<file path="src/rtl/ifx_params.svh">
// offsets, field positions, reset values and vectors of the interrupt flag block
`ifndef IFX_PARAMS_SVH
`define IFX_PARAMS_SVH

// register offsets on the register port
`define IFX_A_FIRST_REQ   4'h0
`define IFX_A_PERIPH_REQ  4'h1
`define IFX_A_WAKE_REQ    4'h2
`define IFX_A_WAKE_EDGE   4'h3
`define IFX_A_FIRST_EN    4'h4
`define IFX_A_EDGE_SEL    4'h5
`define IFX_A_AEC_EDGE    4'h6
`define IFX_A_PIN_FUNC    4'h7
`define IFX_A_WAKE_FUNC   4'h8
`define IFX_A_COND_CODE   4'h9

// first request flag / enable register bit positions
`define IFX_B_PIN0        0
`define IFX_B_PIN1        1
`define IFX_B_AEC         2
`define IFX_B_PIN3        3
`define IFX_B_PIN4        4
`define IFX_B_WAKE_EN     5
`define IFX_B_FIRST_ONE   5

// peripheral request flag bit positions
`define IFX_B_EC          0
`define IFX_B_TC          1
`define IFX_B_TFL         2
`define IFX_B_TFH         3
`define IFX_B_TG          4
`define IFX_B_PERIPH_RSV  5
`define IFX_B_AD          6

// event counter edge register fields
`define IFX_B_AEC_LO      0
`define IFX_B_AEC_HI      1
`define IFX_B_PWM_SEL     2

// pin function register fields
`define IFX_B_TG_EDGE     4
`define IFX_B_TG_FUNC     5

// reset values
`define IFX_RST_BYTE      8'h00
`define IFX_RST_MASK      1'b1

// vector numbers
`define IFX_V_PIN0        4'h4
`define IFX_V_PIN1        4'h5
`define IFX_V_AEC         4'h6
`define IFX_V_PIN3        4'h7
`define IFX_V_PIN4        4'h8
`define IFX_V_WAKE        4'h9
`define IFX_V_NONE        4'h0

`endif

</file>
<file path="src/rtl/ifx_pkg.sv">
// types shared by both ends of the interrupt flag block
package ifx_pkg;
  typedef logic [3:0] ifx_addr_t;
  typedef logic [7:0] ifx_byte_t;
  typedef logic [3:0] ifx_vec_t;
  typedef enum logic [2:0] {
    IFX_H_IDLE = 3'b001,
    IFX_H_WAIT = 3'b010,
    IFX_H_TAKE = 3'b100
  } ifx_host_state_e;
endpackage
</file>
<file path="src/rtl/ifx_link_if.sv">
// signals between the interrupt flag block and the cpu/peripheral side
`timescale 1ns/1ps
`default_nettype none
interface ifx_link_if;
  import ifx_pkg::*;
  logic reg_stb;
  logic reg_we;
  ifx_addr_t reg_addr;
  ifx_byte_t reg_wdata;
  ifx_byte_t reg_rdata;
  logic irq_req;
  ifx_vec_t irq_vector;
  logic irq_ack;
  logic timer_g_capture_pin;
  logic tg_overflow;
  logic overflow_irq_enable;
  ifx_byte_t timer_f_upper_counter;
  ifx_byte_t timer_f_lower_counter;
  ifx_byte_t timer_f_upper_compare;
  ifx_byte_t timer_f_lower_compare;
  logic tf_mode16;
  logic tc_overflow;
  logic tc_underflow;
  logic ec_high_ovf;
  logic ec_low_ovf;
  logic ec_mode16;
  logic conversion_start_flag;
  ifx_byte_t wakeup_pins;
  logic [3:0] ext_pins;
  logic event_counter_pin_interrupt;
  logic event_counter_pwm_output;

  modport dev (
    input reg_stb, reg_we, reg_addr, reg_wdata, irq_ack,
    input timer_g_capture_pin, tg_overflow, overflow_irq_enable,
    input timer_f_upper_counter, timer_f_lower_counter,
    input timer_f_upper_compare, timer_f_lower_compare, tf_mode16,
    input tc_overflow, tc_underflow, ec_high_ovf, ec_low_ovf, ec_mode16,
    input conversion_start_flag, wakeup_pins, ext_pins,
    input event_counter_pin_interrupt, event_counter_pwm_output,
    output reg_rdata, irq_req, irq_vector
  );
  modport host (
    output reg_stb, reg_we, reg_addr, reg_wdata, irq_ack,
    output timer_g_capture_pin, tg_overflow, overflow_irq_enable,
    output timer_f_upper_counter, timer_f_lower_counter,
    output timer_f_upper_compare, timer_f_lower_compare, tf_mode16,
    output tc_overflow, tc_underflow, ec_high_ovf, ec_low_ovf, ec_mode16,
    output conversion_start_flag, wakeup_pins, ext_pins,
    output event_counter_pin_interrupt, event_counter_pwm_output,
    input reg_rdata, irq_req, irq_vector
  );
endinterface
`default_nettype wire

</file>
<file path="src/rtl/ifx_dev.sv">
// interrupt request flags, edge detection, masking and vector choice
// How it works
// - timer G flag: capture edge or enabled overflow
// - timer FH flag: upper or full compare match
// - timer FL flag: lower match in 8-bit mode
// - timer C flag on overflow or underflow
// - event counter flag on mode-dependent overflow
// - flags persist; written 0 clears, 1 ignored
// - software writes 0 to reserved bit 5
// - enabled wakeup pin edge sets its flag
// - edge bit: 0 falling, 1 rising
// - wakeup edge select resets to zero
// - common wakeup enable gates wakeup requests
// - mask holds requests; acceptance sets mask
// - all wakeup pins share vector 9
// - external pin edge sets first-register flag
// - per-pin enable bits gate recognition
// - pins 4,3,1,0 vectors 8,7,5,4; pin0 first
// - event counter source: pin or pwm output
// - event counter edge: rise, fall or both
// - event counter flag only while enabled
// - event counter pin uses vector 6
// - converter flag when start flag falls
`timescale 1ns/1ps
`default_nettype none
`include "ifx_params.svh"
module ifx_dev
  import ifx_pkg::*;
(
  input wire logic clk,
  input wire logic rst_n,
  ifx_link_if.dev lnk
);
  localparam int NPIN = 15;
  localparam int P_TG = 12;
  localparam int P_AEC = 13;
  localparam int P_PWM = 14;

  logic [NPIN-1:0] raw, s1_q, s2_q, s3_q;
  logic [4:0] first_req_q, first_set;
  logic [7:0] periph_req_q, periph_set;
  logic [7:0] wake_req_q, wake_set, wake_edge_q, wake_func_q;
  logic [5:0] first_en_q, pin_func_q;
  logic [4:0] edge_sel_q;
  logic [2:0] aec_edge_q;
  logic mask_q, irq_req_q, conversion_start_flag_q, fh_match_q, fl_match_q;
  ifx_vec_t vector_q, vector_d;
  ifx_byte_t rdata_q;
  logic fh_match, fl_match, aec_cur, aec_prev, aec_hit, any_pend;
  logic [5:0] pend;

  // one edge of the chosen polarity between two samples
  function automatic logic edge_hit(input logic cur, input logic prev, input logic rising);
    edge_hit = rising ? (cur && !prev) : (!cur && prev);
  endfunction

  // write strobe for one register offset
  function automatic logic wr(input ifx_addr_t a);
    wr = lnk.reg_stb && lnk.reg_we && (lnk.reg_addr == a);
  endfunction

  // write-zero-to-clear merge, set wins over a clear
  function automatic logic [7:0] w0c(input logic [7:0] q, input logic [7:0] s,
                                     input ifx_addr_t a);
    w0c = (wr(a) ? (q & lnk.reg_wdata) : q) | s;
  endfunction

  assign raw = {lnk.event_counter_pwm_output, lnk.event_counter_pin_interrupt,
                lnk.timer_g_capture_pin, lnk.ext_pins, lnk.wakeup_pins};

  // three-stage sampling; edges come from stages two and three only
  always_ff @(posedge clk) begin
    if (!rst_n) begin
      s1_q <= '1;
      s2_q <= '1;
      s3_q <= '1;
    end else begin
      s1_q <= raw;
      s2_q <= s1_q;
      s3_q <= s2_q;
    end
  end

  // wakeup pins: per-pin function and edge choice
  genvar gi;
  generate
    for (gi = 0; gi < 8; gi++) begin : g_wake
      assign wake_set[gi] = wake_func_q[gi] &&
        edge_hit(s2_q[gi], s3_q[gi], wake_edge_q[gi]);
    end
  endgenerate

  // numbered external pins 0,1,3,4 onto flag bits 0,1,3,4
  localparam int FBIT [4] = '{`IFX_B_PIN4, `IFX_B_PIN3, `IFX_B_PIN1, `IFX_B_PIN0};
  generate
    for (gi = 0; gi < 4; gi++) begin : g_ext
      assign first_set[FBIT[3-gi]] = pin_func_q[gi] &&
        edge_hit(s2_q[8+gi], s3_q[8+gi], edge_sel_q[FBIT[3-gi]]);
    end
  endgenerate

  // event counter source choice and edge field
  assign aec_cur = aec_edge_q[`IFX_B_PWM_SEL] ? s2_q[P_PWM] : s2_q[P_AEC];
  assign aec_prev = aec_edge_q[`IFX_B_PWM_SEL] ? s3_q[P_PWM] : s3_q[P_AEC];
  assign aec_hit = aec_edge_q[`IFX_B_AEC_HI] ? (aec_cur != aec_prev)
                 : edge_hit(aec_cur, aec_prev, aec_edge_q[`IFX_B_AEC_LO]);
  assign first_set[`IFX_B_AEC] = aec_hit && first_en_q[`IFX_B_AEC];

  // timer F compare conditions, flagged on the first matching cycle
  assign fh_match = lnk.tf_mode16
    ? ({lnk.timer_f_upper_counter, lnk.timer_f_lower_counter} ==
       {lnk.timer_f_upper_compare, lnk.timer_f_lower_compare})
    : (lnk.timer_f_upper_counter == lnk.timer_f_upper_compare);
  assign fl_match = !lnk.tf_mode16 &&
    (lnk.timer_f_lower_counter == lnk.timer_f_lower_compare);

  // peripheral request sources
  always_comb begin
    periph_set = 8'h00;
    periph_set[`IFX_B_TG] = (pin_func_q[`IFX_B_TG_FUNC] &&
      edge_hit(s2_q[P_TG], s3_q[P_TG], pin_func_q[`IFX_B_TG_EDGE])) ||
      (lnk.tg_overflow && lnk.overflow_irq_enable);
    periph_set[`IFX_B_TFH] = fh_match && !fh_match_q;
    periph_set[`IFX_B_TFL] = fl_match && !fl_match_q;
    periph_set[`IFX_B_TC] = lnk.tc_overflow || lnk.tc_underflow;
    periph_set[`IFX_B_EC] = lnk.ec_mode16 ? lnk.ec_high_ovf
                          : (lnk.ec_high_ovf || lnk.ec_low_ovf);
    periph_set[`IFX_B_AD] = conversion_start_flag_q && !lnk.conversion_start_flag;
  end

  // previous-cycle copies for the level-to-event conversions
  always_ff @(posedge clk) begin
    if (!rst_n) begin
      conversion_start_flag_q <= 1'b0;
      fh_match_q <= 1'b1;
      fl_match_q <= 1'b1;
    end else begin
      conversion_start_flag_q <= lnk.conversion_start_flag;
      fh_match_q <= fh_match;
      fl_match_q <= fl_match;
    end
  end

  // sticky request flags; acceptance leaves them alone
  always_ff @(posedge clk) begin
    if (!rst_n) begin
      first_req_q <= 5'h00;
      periph_req_q <= `IFX_RST_BYTE;
      wake_req_q <= `IFX_RST_BYTE;
    end else begin
      first_req_q <= 5'(w0c({3'h0, first_req_q}, {3'h0, first_set}, `IFX_A_FIRST_REQ));
      periph_req_q <= w0c(periph_req_q, periph_set, `IFX_A_PERIPH_REQ)
                    & ~(8'h01 << `IFX_B_PERIPH_RSV);
      wake_req_q <= w0c(wake_req_q, wake_set, `IFX_A_WAKE_REQ);
    end
  end

  // software-owned configuration registers
  always_ff @(posedge clk) begin
    if (!rst_n) begin
      wake_edge_q <= `IFX_RST_BYTE;
      wake_func_q <= `IFX_RST_BYTE;
      first_en_q <= 6'h00;
      edge_sel_q <= 5'h00;
      aec_edge_q <= 3'h0;
      pin_func_q <= 6'h00;
    end else begin
      if (wr(`IFX_A_WAKE_EDGE)) wake_edge_q <= lnk.reg_wdata;
      if (wr(`IFX_A_WAKE_FUNC)) wake_func_q <= lnk.reg_wdata;
      if (wr(`IFX_A_FIRST_EN)) first_en_q <= lnk.reg_wdata[5:0];
      if (wr(`IFX_A_EDGE_SEL)) edge_sel_q <= lnk.reg_wdata[4:0] & 5'h1B;
      if (wr(`IFX_A_AEC_EDGE)) aec_edge_q <= lnk.reg_wdata[2:0];
      if (wr(`IFX_A_PIN_FUNC)) pin_func_q <= lnk.reg_wdata[5:0];
    end
  end

  // enabled pending sources, lowest index has priority
  assign pend[0] = first_req_q[`IFX_B_PIN0] && first_en_q[`IFX_B_PIN0];
  assign pend[1] = first_req_q[`IFX_B_PIN1] && first_en_q[`IFX_B_PIN1];
  assign pend[2] = first_req_q[`IFX_B_AEC] && first_en_q[`IFX_B_AEC];
  assign pend[3] = first_req_q[`IFX_B_PIN3] && first_en_q[`IFX_B_PIN3];
  assign pend[4] = first_req_q[`IFX_B_PIN4] && first_en_q[`IFX_B_PIN4];
  assign pend[5] = (|wake_req_q) && first_en_q[`IFX_B_WAKE_EN];
  assign any_pend = |pend;

  // vector for the highest-priority pending source
  always_comb begin
    if (pend[0]) vector_d = `IFX_V_PIN0;
    else if (pend[1]) vector_d = `IFX_V_PIN1;
    else if (pend[2]) vector_d = `IFX_V_AEC;
    else if (pend[3]) vector_d = `IFX_V_PIN3;
    else if (pend[4]) vector_d = `IFX_V_PIN4;
    else if (pend[5]) vector_d = `IFX_V_WAKE;
    else vector_d = `IFX_V_NONE;
  end

  // mask bit and the registered request toward the cpu
  always_ff @(posedge clk) begin
    if (!rst_n) begin
      mask_q <= `IFX_RST_MASK;
      irq_req_q <= 1'b0;
      vector_q <= `IFX_V_NONE;
    end else begin
      if (lnk.irq_ack) mask_q <= 1'b1;
      else if (wr(`IFX_A_COND_CODE)) mask_q <= lnk.reg_wdata[0];
      irq_req_q <= any_pend && !mask_q && !lnk.irq_ack;
      vector_q <= vector_d;
    end
  end

  // registered read data, unmapped offsets read zero
  always_ff @(posedge clk) begin
    if (!rst_n) begin
      rdata_q <= 8'h00;
    end else if (lnk.reg_stb && !lnk.reg_we) begin
      unique case (lnk.reg_addr)
        `IFX_A_FIRST_REQ: rdata_q <= {2'b00, 1'b1, first_req_q};
        `IFX_A_PERIPH_REQ: rdata_q <= periph_req_q;
        `IFX_A_WAKE_REQ: rdata_q <= wake_req_q;
        `IFX_A_WAKE_EDGE: rdata_q <= wake_edge_q;
        `IFX_A_FIRST_EN: rdata_q <= {2'b00, first_en_q};
        `IFX_A_EDGE_SEL: rdata_q <= {3'b000, edge_sel_q};
        `IFX_A_AEC_EDGE: rdata_q <= {5'b00000, aec_edge_q};
        `IFX_A_PIN_FUNC: rdata_q <= {2'b00, pin_func_q};
        `IFX_A_WAKE_FUNC: rdata_q <= wake_func_q;
        `IFX_A_COND_CODE: rdata_q <= {7'h00, mask_q};
        default: rdata_q <= 8'h00;
      endcase
    end
  end

  assign lnk.reg_rdata = rdata_q;
  assign lnk.irq_req = irq_req_q;
  assign lnk.irq_vector = vector_q;
endmodule
`default_nettype wire

</file>
<file path="src/flat_wrapper.sv">
// flat-port wrapper written by rule: the top's interface ports become plain ports
module ifx_dev_flat import ifx_pkg::*;
  (clk, rst_n, lnk_reg_stb, lnk_reg_we, lnk_reg_addr, lnk_reg_wdata, lnk_irq_ack, lnk_timer_g_capture_pin, lnk_tg_overflow, lnk_overflow_irq_enable, lnk_timer_f_upper_counter, lnk_timer_f_lower_counter, lnk_timer_f_upper_compare, lnk_timer_f_lower_compare, lnk_tf_mode16, lnk_tc_overflow, lnk_tc_underflow, lnk_ec_high_ovf, lnk_ec_low_ovf, lnk_ec_mode16, lnk_conversion_start_flag, lnk_wakeup_pins, lnk_ext_pins, lnk_event_counter_pin_interrupt, lnk_event_counter_pwm_output, lnk_reg_rdata, lnk_irq_req, lnk_irq_vector);
  ifx_link_if lnk_i ();
  input wire logic clk;
  input wire logic rst_n;
  input wire logic [$bits(lnk_i.reg_stb)-1:0] lnk_reg_stb;
  input wire logic [$bits(lnk_i.reg_we)-1:0] lnk_reg_we;
  input wire logic [$bits(lnk_i.reg_addr)-1:0] lnk_reg_addr;
  input wire logic [$bits(lnk_i.reg_wdata)-1:0] lnk_reg_wdata;
  input wire logic [$bits(lnk_i.irq_ack)-1:0] lnk_irq_ack;
  input wire logic [$bits(lnk_i.timer_g_capture_pin)-1:0] lnk_timer_g_capture_pin;
  input wire logic [$bits(lnk_i.tg_overflow)-1:0] lnk_tg_overflow;
  input wire logic [$bits(lnk_i.overflow_irq_enable)-1:0] lnk_overflow_irq_enable;
  input wire logic [$bits(lnk_i.timer_f_upper_counter)-1:0] lnk_timer_f_upper_counter;
  input wire logic [$bits(lnk_i.timer_f_lower_counter)-1:0] lnk_timer_f_lower_counter;
  input wire logic [$bits(lnk_i.timer_f_upper_compare)-1:0] lnk_timer_f_upper_compare;
  input wire logic [$bits(lnk_i.timer_f_lower_compare)-1:0] lnk_timer_f_lower_compare;
  input wire logic [$bits(lnk_i.tf_mode16)-1:0] lnk_tf_mode16;
  input wire logic [$bits(lnk_i.tc_overflow)-1:0] lnk_tc_overflow;
  input wire logic [$bits(lnk_i.tc_underflow)-1:0] lnk_tc_underflow;
  input wire logic [$bits(lnk_i.ec_high_ovf)-1:0] lnk_ec_high_ovf;
  input wire logic [$bits(lnk_i.ec_low_ovf)-1:0] lnk_ec_low_ovf;
  input wire logic [$bits(lnk_i.ec_mode16)-1:0] lnk_ec_mode16;
  input wire logic [$bits(lnk_i.conversion_start_flag)-1:0] lnk_conversion_start_flag;
  input wire logic [$bits(lnk_i.wakeup_pins)-1:0] lnk_wakeup_pins;
  input wire logic [$bits(lnk_i.ext_pins)-1:0] lnk_ext_pins;
  input wire logic [$bits(lnk_i.event_counter_pin_interrupt)-1:0] lnk_event_counter_pin_interrupt;
  input wire logic [$bits(lnk_i.event_counter_pwm_output)-1:0] lnk_event_counter_pwm_output;
  output wire logic [$bits(lnk_i.reg_rdata)-1:0] lnk_reg_rdata;
  output wire logic [$bits(lnk_i.irq_req)-1:0] lnk_irq_req;
  output wire logic [$bits(lnk_i.irq_vector)-1:0] lnk_irq_vector;
  assign lnk_i.reg_stb = lnk_reg_stb;
  assign lnk_i.reg_we = lnk_reg_we;
  assign lnk_i.reg_addr = lnk_reg_addr;
  assign lnk_i.reg_wdata = lnk_reg_wdata;
  assign lnk_i.irq_ack = lnk_irq_ack;
  assign lnk_i.timer_g_capture_pin = lnk_timer_g_capture_pin;
  assign lnk_i.tg_overflow = lnk_tg_overflow;
  assign lnk_i.overflow_irq_enable = lnk_overflow_irq_enable;
  assign lnk_i.timer_f_upper_counter = lnk_timer_f_upper_counter;
  assign lnk_i.timer_f_lower_counter = lnk_timer_f_lower_counter;
  assign lnk_i.timer_f_upper_compare = lnk_timer_f_upper_compare;
  assign lnk_i.timer_f_lower_compare = lnk_timer_f_lower_compare;
  assign lnk_i.tf_mode16 = lnk_tf_mode16;
  assign lnk_i.tc_overflow = lnk_tc_overflow;
  assign lnk_i.tc_underflow = lnk_tc_underflow;
  assign lnk_i.ec_high_ovf = lnk_ec_high_ovf;
  assign lnk_i.ec_low_ovf = lnk_ec_low_ovf;
  assign lnk_i.ec_mode16 = lnk_ec_mode16;
  assign lnk_i.conversion_start_flag = lnk_conversion_start_flag;
  assign lnk_i.wakeup_pins = lnk_wakeup_pins;
  assign lnk_i.ext_pins = lnk_ext_pins;
  assign lnk_i.event_counter_pin_interrupt = lnk_event_counter_pin_interrupt;
  assign lnk_i.event_counter_pwm_output = lnk_event_counter_pwm_output;
  assign lnk_reg_rdata = lnk_i.reg_rdata;
  assign lnk_irq_req = lnk_i.irq_req;
  assign lnk_irq_vector = lnk_i.irq_vector;
  ifx_dev u_core (.clk(clk), .rst_n(rst_n), .lnk(lnk_i));
endmodule
</file>
<file path="config.mk">
export PLATFORM = sky130hd
export DESIGN_NAME = ifx_dev_flat
export DESIGN_NICKNAME = d
export VERILOG_FILES = /design/src/rtl/ifx_pkg.sv /design/src/rtl/ifx_link_if.sv /design/src/rtl/ifx_dev.sv /design/src/flat_wrapper.sv
export VERILOG_INCLUDE_DIRS = /design/src /design/src/rtl
export SDC_FILE = /design/constraint.sdc
export NUM_CORES = 1
export LEC_CHECK = 0
export BUFFER_PORTS_ARGS = -buffer_cell sky130_fd_sc_hd__buf_4
export CORE_MARGIN = 2
export CORE_UTILIZATION = 53
export DETAILED_ROUTE_END_ITERATION = 6
export PLACE_DENSITY_LB_ADDON = 0.05
export SLEW_MARGIN = 40
export SYNTH_ARGS = -nofsm -noshare
export SYNTH_HDL_FRONTEND = slang
export SYNTH_SLANG_ARGS = --single-unit
</file>
<file path="constraint.sdc">
create_clock -name clk -period 2 [get_ports clk]
set_input_delay 0.2 -clock clk [delete_from_list [all_inputs] [get_ports clk]]
set_output_delay 0.2 -clock clk [all_outputs]
set_load 0.05 [all_outputs]
</file>
# Word level (Yosys, flattened, before mapping)
# Cells that the tools add are included.
[classes]
n_eq_ne = 13
n_mul = 0
n_addsub = 0
bitwise = 7
magnitude_cmp = 0
div_mod_pow = 0
n_reduce_logical = 112
shift = 0
mux = 29
[op_table]
columns = ["op", "n"]
rows = [
  ["8-bit one-hot mux with 10 select lines", 1],
  ["1-bit logical AND", 67],
  ["1-bit logical NOT", 35],
  ["1-bit two-way mux", 19],
  ["8-bit bitwise AND", 2],
  ["16-bit equality test", 1],
  ["4-bit by 3-bit equality test with 1-bit output, second input constant", 4],
  ["8-bit equality test", 2],
  ["8-bit two-way mux", 2],
  ["3-bit two-way mux", 4],
  ["4-bit by 2-bit equality test with 1-bit output, second input constant", 2],
  ["4-bit equality test, second input constant", 2],
  ["4-bit two-way mux", 2],
  ["8-bit by 7-bit OR with 8-bit output", 1],
  ["8-bit OR", 1],
  ["8-bit OR reduction", 1],
  ["6-bit OR reduction", 1],
  ["5-bit bitwise AND", 1],
  ["5-bit two-way mux", 1],
  ["5-bit OR", 1],
  ["5-bit OR reduction", 1],
  ["4-bit by 1-bit equality test with 1-bit output, second input constant", 1],
  ["4-bit logical NOT", 1],
  ["2-bit OR reduction", 2],
  ["other kinds (4)", 6],
]
[totals]
memories = 0
inputBits = 73
latchBits = 0
out_inout_bits = 13
reg_bits = 118
elab_cells = 184
mem_bits_ro = 0
mem_bits_rw = 0

# Logic depth before layout (Yosys ltp)
[logic_depth]
depth_word = 8
ltp_mapped = 7
depth_no_buf = 6

# Worst setup path after synthesis
# OpenSTA, ideal clock, no wires.
[synth_path]
path_type = "input-to-reg"
from = "input lnk_reg_addr[1]"
to = "register u_core.mask_q"
path_stages = 5
arrival_ns = 1.350
path_slack_ns = 0.523
path_buffers = 1
required_ns = 1.873
setup_ns = 0.127
cell_sequence = "buf_6 > nand4b_2 > nor3_1 > mux2_2 > or3_1"
[synth_via]
elab_chain_len = 2
[synth_rtl]
columns = ["item", "line_no", "source"]
rows = [
  ["from (decl)", "flat_wrapper.sv:9", "input wire logic [$bits(lnk_i.reg_addr)-1:0] lnk_reg_addr;"],
  ["4-bit equality test", "ifx_dev.sv:59", "wr = lnk.reg_stb && lnk.reg_we && (lnk.reg_addr == a);"],
  ["1-bit logical AND", "ifx_dev.sv:59", ""],
  ["to (signal assigned)", "ifx_dev.sv:200", "mask_q <= `IFX_RST_MASK;"],
  ["to (signal assigned)", "ifx_dev.sv:205", "else if (wr(`IFX_A_COND_CODE)) mask_q <= lnk.reg_wdata[0];"],
  ["to (decl)", "ifx_dev.sv:46", "logic mask_q, irq_req_q, conversion_start_flag_q, fh_match_q, fl_match_q;"],
]
# No other way between the ends.
# A chain may end at the register's enable or synchronous reset.

# Final worst setup path
[layout_path]
from = "register u_core.wake_req_q[3]"
to = "register u_core.irq_req_q (netlist: u_core.lnk.irq_req)"
[layout_via]
elab_chain_len = 5
[layout_rtl]
columns = ["item", "line_no", "source"]
rows = [
  ["from (decl)", "ifx_dev.sv:42", "logic [7:0] wake_req_q, wake_set, wake_edge_q, wake_func_q;"],
  ["from (signal assigned)", "ifx_dev.sv:149", "wake_req_q <= `IFX_RST_BYTE;"],
  ["from (signal assigned)", "ifx_dev.sv:154", "wake_req_q <= w0c(wake_req_q, wake_set, `IFX_A_WAKE_REQ);"],
  ["8-bit OR reduction", "ifx_dev.sv:183", "assign pend[5] = (|wake_req_q) && first_en_q[`IFX_B_WAKE_EN];"],
  ["1-bit logical AND", "ifx_dev.sv:183", ""],
  ["6-bit OR reduction", "ifx_dev.sv:184", "assign any_pend = |pend;"],
  ["1-bit logical AND (2 in series)", "ifx_dev.sv:206", "irq_req_q <= any_pend && !mask_q && !lnk.irq_ack;"],
  ["to (signal assigned)", "ifx_dev.sv:206", ""],
  ["to (decl)", "ifx_dev.sv:46", ""],
]
# No other way between the ends.

==> metrics.txt <==
Fin Clk Skew 0.00632 ns; Async S/R FF share, synth 0%; cell area after synthesis 4920 um2; number of port buffers 85; Cell variety after synth 56; # H-tree levels 4; Clock Sink Count 117; standard cell core area 9110 um2; RSZ-0062 raised after global routing false; Rel. slew slack 69.6%; overall routed net length 13.4 mm; post-detail-place hpwl 9.29 mm; critical path launch point type register; slowest library cell on the worst path a2111oi_0; cells traversed along the worst timing path nor4_1, a21boi_0, a21oi_1, a2111oi_0; number of clock buffers inserted by TritonCTS 17; Initial Utilization 54.0%; number of nets in the layout 707; drt drc 0; result of the run finished clean; kind of end point of the critical path register; ys flop type dfxtp_1; count of instances resized after the clock tree is built 0; final std cells w/o fill 755; Gate Count Post-Synth 518; slew of the pin with the lowest slew margin 0.451 ns; Skew-Pair Late Insertion Delay 0.52 ns; number of diodes added for antenna fixing 0; io pins 86; Mean Syn Cell Area 9.50 um2; worst-case setup slack after placement 0.250 ns; maximum VDD drop 0.635 mV; EDFF count, synth 0; area used by sequential logic in the layout 2340 um2; CTS tree done; Die H 100 um; gp weighted congestion 0.947; share of final-layout standard cells stronger than drive strength 1 22.7%; share of synthesized area occupied by flip-flops and latches 47.6%; number of design-rule violations left by the first detailed-router iteration 184; Detailed Routing Iterations Pass 1 5; top achievable clock speed 0.618 GHz; Vias/cell 5.52; global-route wire length before repair 21.3 mm; vias 4,167; maximum fanout encountered on the critical timing path 3; footprint of the multi-input gates 2410 um2; syn nets 593; number of max-cap violations 0; sum of buffers and inverters on the critical path 0; summed negative setup slack over all endpoints 0 ns; commonest cells after routing, fill and taps aside dfxtp_1, buf_4, nand2b_1, nor2_1, o21ai_0; largest net degree at the start of global routing 41; final hold violations 0; horizontal die dimension 100 um; clock-pin slew on the worst setup and hold paths 0.06 ns; worst setup slack after layout 0.383 ns; via count of the first global-routing pass 4,145; die area 10,100 um2; worst hold-check path type primary input to register; R2R cell count 4; reg2reg setup slack 0.38 ns; antenna violations before repair 0; number of synthesized register bits 117; crit-path max cell delay 0.47 ns; number of buffers inserted for hold repair after clock tree synthesis 32; final critical path time including I/O delays and setup 1.62 ns; number of stages on the worst setup path 4; Cell Count Post-Placement 692; number of buffers on the longest clock path 2; LEAKAGE 0.00265 uW; fill cell count 718; data arrival time of the critical path 1.99 ns; share of the clock period used by the worst path after layout 80.8%; CP top delay family compound AO/OA/AOI/OAI gates; standard-cell rows 35; Final ANT Viol Nets 0; clock tree root buffer cell clkbuf_8; Warnings, synthesis 0; setup repair bufs after CTS 0; category of the critical setup timing path register to register; overflow left after global routing 0; final-report max-slew violation count 0; setup violators final 0; most common cell after layout, fill and taps aside dfxtp_1; pwr/cell area 882 nW/um2; required time at the endpoint of the critical path 2.38 ns; Avg WL per Cell 17.7 um; layout overhead on the synthesized area 31.5%; global-route usage over all layers 27.8%; cell depth of the worst min-delay path 3
-- routing by layer --
layer | track usage, % | up-vias | wire (um)
met1 | 35.8 | 1955 | 6050
li1 | - | 2040 | -
met2 | 44.9 | 146 | 6200
met4 | 11.2 | 0 | 350
met3 | 6.69 | 26 | 794
met5 | 0 | - | 0
-- registers in the layout (all words and copies together) (netlist names) --
name	flops
u_core.s1_q	15
u_core.s2_q	15
u_core.s3_q	15
u_core.lnk.reg_rdata	8
u_core.wake_edge_q	8
u_core.wake_func_q	8
u_core.wake_req_q	8
u_core.periph_req_q	7
u_core.first_en_q	6
u_core.pin_func_q	6
u_core.first_req_q	5
u_core.edge_sel_q	4
u_core.lnk.irq_vector	4
u_core.aec_edge_q	3
u_core.conversion_start_flag_q	1
u_core.fh_match_q	1
u_core.fl_match_q	1
u_core.lnk.irq_req	1
u_core.mask_q	1
-- Yosys cell counts (all sizes together), types with 13 or more instances --
| master | number | area share, % |
|---|---|---|
| a21oi | 26 | 2.6 |
| clkbuf | 15 | 1.1 |
| dfxtp | 117 | 48 |
| mux2 | 13 | 3.1 |
| mux2i | 34 | 6.9 |
| nand2 | 32 | 2.4 |
| nand2b | 49 | 6.2 |
| nand3 | 15 | 1.7 |
| nor2 | 52 | 4.2 |
| nor3b | 14 | 2.1 |
| o21ai | 40 | 4.1 |
| xor2 | 16 | 2.8 |
-- area by class of cell --
class                   count  share of cell area [%]
clock buffers              17                    6.40
clock inverters            14                    2.22
inverters                   7                   0.406
multi-input cells         367                    37.2
flip-flops and latches    117                    36.2
well taps                 111                    2.15
repair buffers            122                    15.4
-- cell families (layout without fill, tap and decap cells) --
family | Yosys count | in the layout | share of synthesized area, %
fa+ha+maj | 2 | 2 | 0.509
buf+inv | 34 | 160 | 3.43
flops | 117 | 117 | 47.6
mux | 49 | 49 | 10.9
xor+xnor | 16 | 16 | 2.85
compound gates | 103 | 103 | 12.8
simple gates | 197 | 197 | 21.9
-- power by group --
part	internal (uW)	leakage [uW]	switching [uW]
logic	220	0.00144	205
clock network	1680	0.000262	1200
registers	2380	0.000954	25.0
-- metrics by stage --
stage / hold slack [ns] / utilization (%) / total power, uW / cell area [um2]
6_report: 0.0210 / 71.0 / 5710 / 6470
5_1_grt: 0.0313 / 71.0 / 5890 / 6470
4_1_cts: 0.00517 / 71.0 / 5740 / 6470
3_5_place_dp: 0.385 / 61.4 / 2830 / 5590
3_3_place_gp: 0.383 / 61.4 / 2820 / 5590
2_1_floorplan: 0.283 / - / 2650 / 4920
-- worst paths after layout --
path / to / startpoint
max: u_core.lnk.irq_req / u_core.wake_req_q[3]
min: u_core.edge_sel_q[0] / lnk_reg_wdata[0]
max reg2reg: u_core.lnk.irq_req / u_core.wake_req_q[3]
min reg2reg: u_core.s2_q[8] / u_core.s1_q[8]
-- worst min-delay path: cells and delay by family --
kind | cells | cell delay, ns
buffers and inverters | 1 | 0.16
AND/OR/NAND/NOR | 1 | 0.07
AO/OA/AOI/OAI | 1 | 0.05
No activity file was read; power rests on OpenSTA's default activity.
